[config.mk]
export PLATFORM = sky130hd
export DESIGN_NAME = pca_pwm_cycle_config
export DESIGN_NICKNAME = d
export VERILOG_FILES = /design/src/hdl/pca_pwm_pkg.sv /design/src/hdl/reload_word.sv /design/src/hdl/pca_pwm_cycle_config.sv
export SDC_FILE = /design/constraint.sdc
export NUM_CORES = 1
export LEC_CHECK = 0
export BUFFER_PORTS_ARGS = -buffer_cell sky130_fd_sc_hd__clkbuf_2
export CAP_MARGIN = 0
export CORE_MARGIN = 8
export CORE_UTILIZATION = 54
export DETAILED_ROUTE_END_ITERATION = 10
export GPL_TIMING_DRIVEN = 1
export PLACE_DENSITY = 0.95
export SLEW_MARGIN = 20
export SYNTH_ARGS = -nofsm -noshare
export SYNTH_HDL_FRONTEND = slang
export SYNTH_SLANG_ARGS = --single-unit
export TNS_END_PERCENT = 1
[constraint.sdc]
create_clock -name clk_sys -period 6 [get_ports clk_sys]
set_input_delay 1.2 -clock clk_sys [delete_from_list [all_inputs] [get_ports clk_sys]]
set_output_delay 1.2 -clock clk_sys [all_outputs]
set_load 0.01 [all_outputs]
[src/hdl/pca_pwm_pkg.sv]
// Notes on behaviour
// bank select 0 maps compare pair to compare registers, 1 to reload
// reload words load only in 9, 10 and 11 bit shared cycle lengths
// overflow flag raises counter-array interrupt only when its enable is 1
// flag sets on overflow out of the counter bit picked by cycle length
// software writing 1 sets the flag; only software clears it
// cycle length select 00/01/10/11 gives 8/9/10/11 bit cycles
// shared cycle length applies to pwm channels not in wide mode only
// config bits 4 to 2 read zero and ignore writes
// each module has its own wide pwm select bit choosing 16 bit cycles
// gated overflow request ored with other counter-array irq sources
package pca_pwm_pkg;
    localparam int NUM_MODULES = 3;
    localparam logic [7:0] CFG_ADDR = 8'hf7;
    localparam logic [7:0] CFG_RESET = 8'h00;
    localparam int BANK_BIT = 7;
    localparam int IRQ_EN_BIT = 6;
    localparam int FLAG_BIT = 5;
    localparam int LEN_LSB = 0;
    localparam logic [NUM_MODULES-1:0][7:0] CC_LO_ADDR = {8'ha4, 8'ha2, 8'ha0};
    localparam logic [NUM_MODULES-1:0][7:0] CC_HI_ADDR = {8'ha5, 8'ha3, 8'ha1};
    localparam logic [15:0] RELOAD_RESET = 16'h0000;
    localparam logic [1:0] LEN_8 = 2'h0;
    localparam logic [1:0] LEN_9 = 2'h1;
    localparam logic [1:0] LEN_10 = 2'h2;
    localparam logic [1:0] LEN_11 = 2'h3;

    typedef struct packed {
        logic [7:0] addr;
        logic wr;
        logic rd;
        logic [7:0] wdata;
    } sfr_req_t;

    typedef struct packed {
        logic bank;
        logic irq_en;
        logic flag;
        logic [1:0] len;
    } cfg_t;
endpackage

[src/hdl/reload_word.sv]
`timescale 1ns/1ps
`default_nettype none
module reload_word
(
    input wire logic clk_sys,
    input wire logic rst,
    input wire logic ce,
    input wire logic wr_lo,
    input wire logic wr_hi,
    input wire logic [7:0] wdata,
    output logic [15:0] value
);
    always_ff @(posedge clk_sys or posedge rst)
    begin
        if (rst)
        begin
            value <= pca_pwm_pkg::RELOAD_RESET;
        end
        else if (ce)
        begin
            if (wr_lo)
            begin
                value[7:0] <= wdata;
            end
            if (wr_hi)
            begin
                value[15:8] <= wdata;
            end
        end
    end
endmodule
`default_nettype wire

[src/hdl/pca_pwm_cycle_config.sv]
`timescale 1ns/1ps
`default_nettype none
module pca_pwm_cycle_config
(
    input wire logic clk_sys,
    input wire logic rst,
    input wire logic ce,
    input wire pca_pwm_pkg::sfr_req_t sfr_req,
    output logic [7:0] sfr_rdata,
    output logic sfr_rsel,
    input wire logic [7:0] cc_rdata,
    output logic cc_wr,
    output logic [7:0] cc_wr_addr,
    output logic [7:0] cc_wr_data,
    input wire logic [15:0] counter_value,
    input wire logic counter_tick,
    input wire logic [2:0] pwm_enable,
    input wire logic [2:0] wide_pwm_select,
    input wire logic other_irq_req,
    output logic [2:0][15:0] reload_value,
    output logic [2:0] reload_load,
    output logic [2:0] shared_len_en,
    output logic [1:0] cycle_length_select,
    output logic reload_bank_select,
    output logic cycle_overflow_irq_enable,
    output logic cycle_overflow_flag,
    output logic pca_irq
);
    // ------------------------------------------------------------
    // address decode
    // ------------------------------------------------------------
    wire logic cfg_hit;
    wire logic cfg_wr;
    wire logic [2:0] lo_hit;
    wire logic [2:0] hi_hit;
    wire logic cc_hit;
    wire logic [2:0][7:0] rl_byte;
    wire logic [7:0] rl_rd;
    wire logic [2:0] rl_wr_lo;
    wire logic [2:0] rl_wr_hi;

    assign cfg_hit = sfr_req.addr == pca_pwm_pkg::CFG_ADDR;
    assign cfg_wr = cfg_hit && sfr_req.wr;

    genvar n;
    generate
        for (n = 0; n < pca_pwm_pkg::NUM_MODULES; n++)
        begin : g_mod
            assign lo_hit[n] = sfr_req.addr == pca_pwm_pkg::CC_LO_ADDR[n];
            assign hi_hit[n] = sfr_req.addr == pca_pwm_pkg::CC_HI_ADDR[n];
            assign rl_byte[n] = lo_hit[n] ? reload_value[n][7:0] :
                                hi_hit[n] ? reload_value[n][15:8] : 8'h00;
            // reload words written only with bank select at 1
            assign rl_wr_lo[n] = sfr_req.wr && lo_hit[n] &&
                                 reload_bank_select;
            assign rl_wr_hi[n] = sfr_req.wr && hi_hit[n] &&
                                 reload_bank_select;
            reload_word u_reload
            (
                .clk_sys(clk_sys),
                .rst(rst),
                .ce(ce),
                .wr_lo(rl_wr_lo[n]),
                .wr_hi(rl_wr_hi[n]),
                .wdata(sfr_req.wdata),
                .value(reload_value[n])
            );
        end
    endgenerate

    assign cc_hit = |{lo_hit, hi_hit};
    assign rl_rd = rl_byte[0] | rl_byte[1] | rl_byte[2];

    // ------------------------------------------------------------
    // overflow detect
    // ------------------------------------------------------------
    wire logic [10:0] len_mask;
    wire logic ovf_event;
    wire logic [2:0] shared_next;
    wire logic wide_len;

    assign len_mask = (cycle_length_select == pca_pwm_pkg::LEN_8) ? 11'h0ff :
                      (cycle_length_select == pca_pwm_pkg::LEN_9) ? 11'h1ff :
                      (cycle_length_select == pca_pwm_pkg::LEN_10) ? 11'h3ff :
                      11'h7ff;
    assign ovf_event = counter_tick &&
                       (&(counter_value[10:0] | ~len_mask));
    assign shared_next = pwm_enable & ~wide_pwm_select;
    assign wide_len = cycle_length_select != pca_pwm_pkg::LEN_8;

    // ------------------------------------------------------------
    // config byte next values
    // ------------------------------------------------------------
    wire logic flag_next;
    wire logic [7:0] cfg_rd;
    wire logic [7:0] rd_next;
    wire logic [2:0] load_next;
    wire logic irq_next;
    wire logic rd_hit;
    wire logic cc_fwd;
    wire logic cc_cap;

    assign rd_hit = sfr_req.rd && (cfg_hit || cc_hit);
    assign cc_fwd = sfr_req.wr && cc_hit && !reload_bank_select;
    assign cc_cap = sfr_req.wr && cc_hit;

    // set wins over a clear in the same cycle
    assign flag_next = ovf_event ||
                       (cfg_wr ? sfr_req.wdata[pca_pwm_pkg::FLAG_BIT] :
                                 cycle_overflow_flag);
    assign cfg_rd = {reload_bank_select, cycle_overflow_irq_enable,
                     cycle_overflow_flag, 3'h0, cycle_length_select};
    assign rd_next = cfg_hit ? cfg_rd :
                     (cc_hit && reload_bank_select) ? rl_rd :
                     cc_hit ? cc_rdata : 8'h00;
    assign load_next = (ovf_event && wide_len) ? shared_next : 3'h0;
    assign irq_next = (flag_next && cycle_overflow_irq_enable) ||
                      other_irq_req;

    // ------------------------------------------------------------
    // overflow flag
    // ------------------------------------------------------------
    always_ff @(posedge clk_sys or posedge rst)
    begin
        if (rst)
        begin
            cycle_overflow_flag <=
                pca_pwm_pkg::CFG_RESET[pca_pwm_pkg::FLAG_BIT];
        end
        else if (ce)
        begin
            cycle_overflow_flag <= flag_next;
        end
    end

    // ------------------------------------------------------------
    // config register
    // ------------------------------------------------------------
    always_ff @(posedge clk_sys or posedge rst)
    begin
        if (rst)
        begin
            reload_bank_select <=
                pca_pwm_pkg::CFG_RESET[pca_pwm_pkg::BANK_BIT];
            cycle_overflow_irq_enable <=
                pca_pwm_pkg::CFG_RESET[pca_pwm_pkg::IRQ_EN_BIT];
            cycle_length_select <=
                pca_pwm_pkg::CFG_RESET[pca_pwm_pkg::LEN_LSB +: 2];
        end
        else if (ce)
        begin
            if (cfg_wr)
            begin
                reload_bank_select <= sfr_req.wdata[pca_pwm_pkg::BANK_BIT];
                cycle_overflow_irq_enable <=
                    sfr_req.wdata[pca_pwm_pkg::IRQ_EN_BIT];
                cycle_length_select <=
                    sfr_req.wdata[pca_pwm_pkg::LEN_LSB +: 2];
            end
        end
    end

    // ------------------------------------------------------------
    // read answer
    // ------------------------------------------------------------
    always_ff @(posedge clk_sys or posedge rst)
    begin
        if (rst)
        begin
            sfr_rdata <= 8'h00;
            sfr_rsel <= 1'b0;
        end
        else if (ce)
        begin
            sfr_rsel <= rd_hit;
            if (sfr_req.rd)
            begin
                sfr_rdata <= rd_next;
            end
        end
    end

    // ------------------------------------------------------------
    // compare forwarding
    // ------------------------------------------------------------
    always_ff @(posedge clk_sys or posedge rst)
    begin
        if (rst)
        begin
            cc_wr <= 1'b0;
            cc_wr_addr <= 8'h00;
            cc_wr_data <= 8'h00;
        end
        else if (ce)
        begin
            cc_wr <= cc_fwd;
            if (cc_cap)
            begin
                cc_wr_addr <= sfr_req.addr;
                cc_wr_data <= sfr_req.wdata;
            end
        end
    end

    // ------------------------------------------------------------
    // channel control and interrupt
    // ------------------------------------------------------------
    always_ff @(posedge clk_sys or posedge rst)
    begin
        if (rst)
        begin
            reload_load <= 3'h0;
            shared_len_en <= 3'h0;
            pca_irq <= 1'b0;
        end
        else if (ce)
        begin
            reload_load <= load_next;
            shared_len_en <= shared_next;
            pca_irq <= irq_next;
        end
    end
endmodule
`default_nettype wire

==> reports/metrics.cfg <==
[outcome]
status=completed

[cts]
post_cts_buffers=0
htree_levels=3
cts_inserted_buffers=9
cts.sinks=86
clockRootBuffer=clkbuf_8
ctsHoldBuffers=0
clk_pin_slew_worst_paths_ns=0.08
clockBufferDepth=2
cts-resized-gates=0
clock_latency_ns=0.36
cts_tree=built

[global_route]
gr-total-overflow=0
grt_pass1_wl_um=17800
grt_antenna_before_repair=0
grt_max_degree=87
grt_usage_pct=22.3
grt_pass1_vias=3386

[drt]
first_pass_iters=4
vias_per_cell=5.75
ant_nets=0
wl_per_cell_um=20.2
drtIter0Drc=162
vias=3224
postRouteWirelength_um=11300
drc=0

[synth]
synth-compound-area-share_pct=8.41
synth-xor-area-share_pct=0
netlist_area_um2=4050
async_flop_share_pct=100
ys_ff_latch=86
synth-main-ff-cell=dfrtp_1
ys_seq_area_share_pct=53.2
syn_nets=382
synth_top_family_by_area=multiplexers
muxShareOfSynthArea_pct=22.7
synth_edf_count=0
yosysWarnings=0
synth.distinct_cells=45
syn_area_per_cell_um2=12.3
synth_fa_ha_area_share_pct=0
synth_cells=329
synth-simple-area-share_pct=12.2

[sta]
finalHoldViolations=0
tns_ns=0
clock_skew_ns=0.00893
fin_crit_sh_pct=52.7
min_period_ns=3.16
drv_slew=0
max_freq_ghz=0.316
setup_viol=0
worst_pin_slew_ns=0.784
rsz0062_at_grt=false
slew_headroom_pct=47.7

[pwr]
pwr-share-seq_pct=51.9
p_sw_mw=0.281
swShare_pct=24.1
p_per_area_nw_per_um2=233
combPwrFrac_pct=9.1
p_int_mw=0.884
leakage_nw=2.63
power_mw=1.17
ir_worst_vdd_mv=0.127
clkPwrFrac_pct=39.0

[die]
num_rows=31
initial_core_util_pct=55.8
die_w_um=103
pin_count=139
die_area_um2=10500
die_y_um=103
core_area_um2=7250

[layout]
stdcell_count=561
nets=510
area_growth_pct=23.3
nFillCells=568
final_cell_mix=clkbuf_2, dfrtp_1, mux2_2, mux2i_1, nand2_1
n_antenna_cell=0
drive_gt1_share_pct=47.4
layout_commonest_cell=clkbuf_2

[worst_setup_path]
cp-start-kind=input port
cp.arrival_ns=3.40
path_max_fanout=25
path_class=input port to flop
cp-end-kind=flop
required_ns=6.24

[place]
io_buffer_count=133
gp_congestion=0.837
hpwl_um=8300
dp_cells=545

[worst_hold_path]
hold_class=flop to flop

[run]
max_cap_viol_count=0

-- path summary, 6_finish.rpt --
| kind | cells past startpoint | to | from | slack, ns |
|---|---|---|---|---|
| worst max-delay path | 5 | g_mod[2].u_reload.value[11] | sfr_req[10] | 2.84 |
| worst min-delay path | 1 | cc_wr_addr[5] | cc_wr_addr[5] | 0.47 |
| worst max register to register | 4 | g_mod[0].u_reload.value[15] | reload_bank_select | 3.55 |
| worst min register to register | 1 | cc_wr_addr[5] | cc_wr_addr[5] | 0.47 |
| max in group asynchronous | 3 | g_mod[0].u_reload.value[12] | rst | 4.44 |
| min in group asynchronous | 3 | cc_wr_data[5] | rst | 1.02 |
-- flip-flops by register name, summed over array words and instances (netlist names), 2 cells and up --
| name | count |
|---|---|
| cc_wr_addr | 8 |
| cc_wr_data | 8 |
| cycle_length_select | 2 |
| g_mod.u_reload.value | 48 |
| reload_load | 3 |
| sfr_rdata | 8 |
| shared_len_en | 3 |
-- cells by family after synthesis --
logic type / count (synthesis)
flops: 86
mux: 84
simple gates: 77
compound gates: 49
buf+inv: 33
-- power by group through the flow --
| stage | Clock [mW] | Combinational [mW] | Sequential, mW |
|---|---|---|---|
| after floorplan | 0 | 0.0493 | 0.623 |
| after global placement | 0 | 0.103 | 0.615 |
| after detailed placement | 0 | 0.106 | 0.617 |
| after CTS | 0.461 | 0.107 | 0.605 |
| after global routing | 0.484 | 0.117 | 0.607 |
| final | 0.455 | 0.106 | 0.605 |
-- per-layer routing --
layer / vias up / track usage [%] / wire, µm
met2: 134 / 36.4 / 5550
met3: 18 / 7.70 / 1160
met5: - / 0 / 0
li1: 1465 / - / -
met1: 1607 / 27.2 / 4470
met4: 0 / 6.55 / 126
-- cells in the mapped netlist (7+ instances only) --
cell       n  area (µm²)
nand2_1   17        63.8
mux2i_1   22         220
inv_1     16        60.1
clkbuf_1   9        33.8
nor2_1     7        26.3
mux2_2    62         698
dfrtp_1   86        2150
and2_1     7        43.8
nor3_1     9        45.0
nand2b_1   7        43.8
o22ai_1    9        56.3
o21ai_0   12        60.1
-- metrics by stage --
stage,setup slack [ns],cell area [µm²],utilization (%),hold WS [ns]
detailed placement,2.51,4760,65.7,0.454
global placement,2.56,4760,65.7,0.449
finish,2.84,4990,68.8,0.471
CTS,2.85,4990,68.8,0.477
floorplan,2.58,4050,-,0.504
global route,2.67,4990,68.8,0.501
-- worst max-delay path, cell delays in order --
cell	delay, ns
clkbuf_2	0.51
nand2b_1	0.29
nor3_1	0.55
nand2b_1	0.44
mux2_2	0.40
-- area by class of cell --
class                      instances  area [µm²]  share of cell area [%]
sequential                        86        2150                    43.1
inverter                          16        61.3                    1.23
multi-input combinational        210        1750                    35.1
clock buffer                      11         141                    2.83
tap                               99         124                    2.48
clock inverter                     5        82.6                    1.65
timing repair buffer             134         677                    13.6
Power figures use the tool's default switching activity.
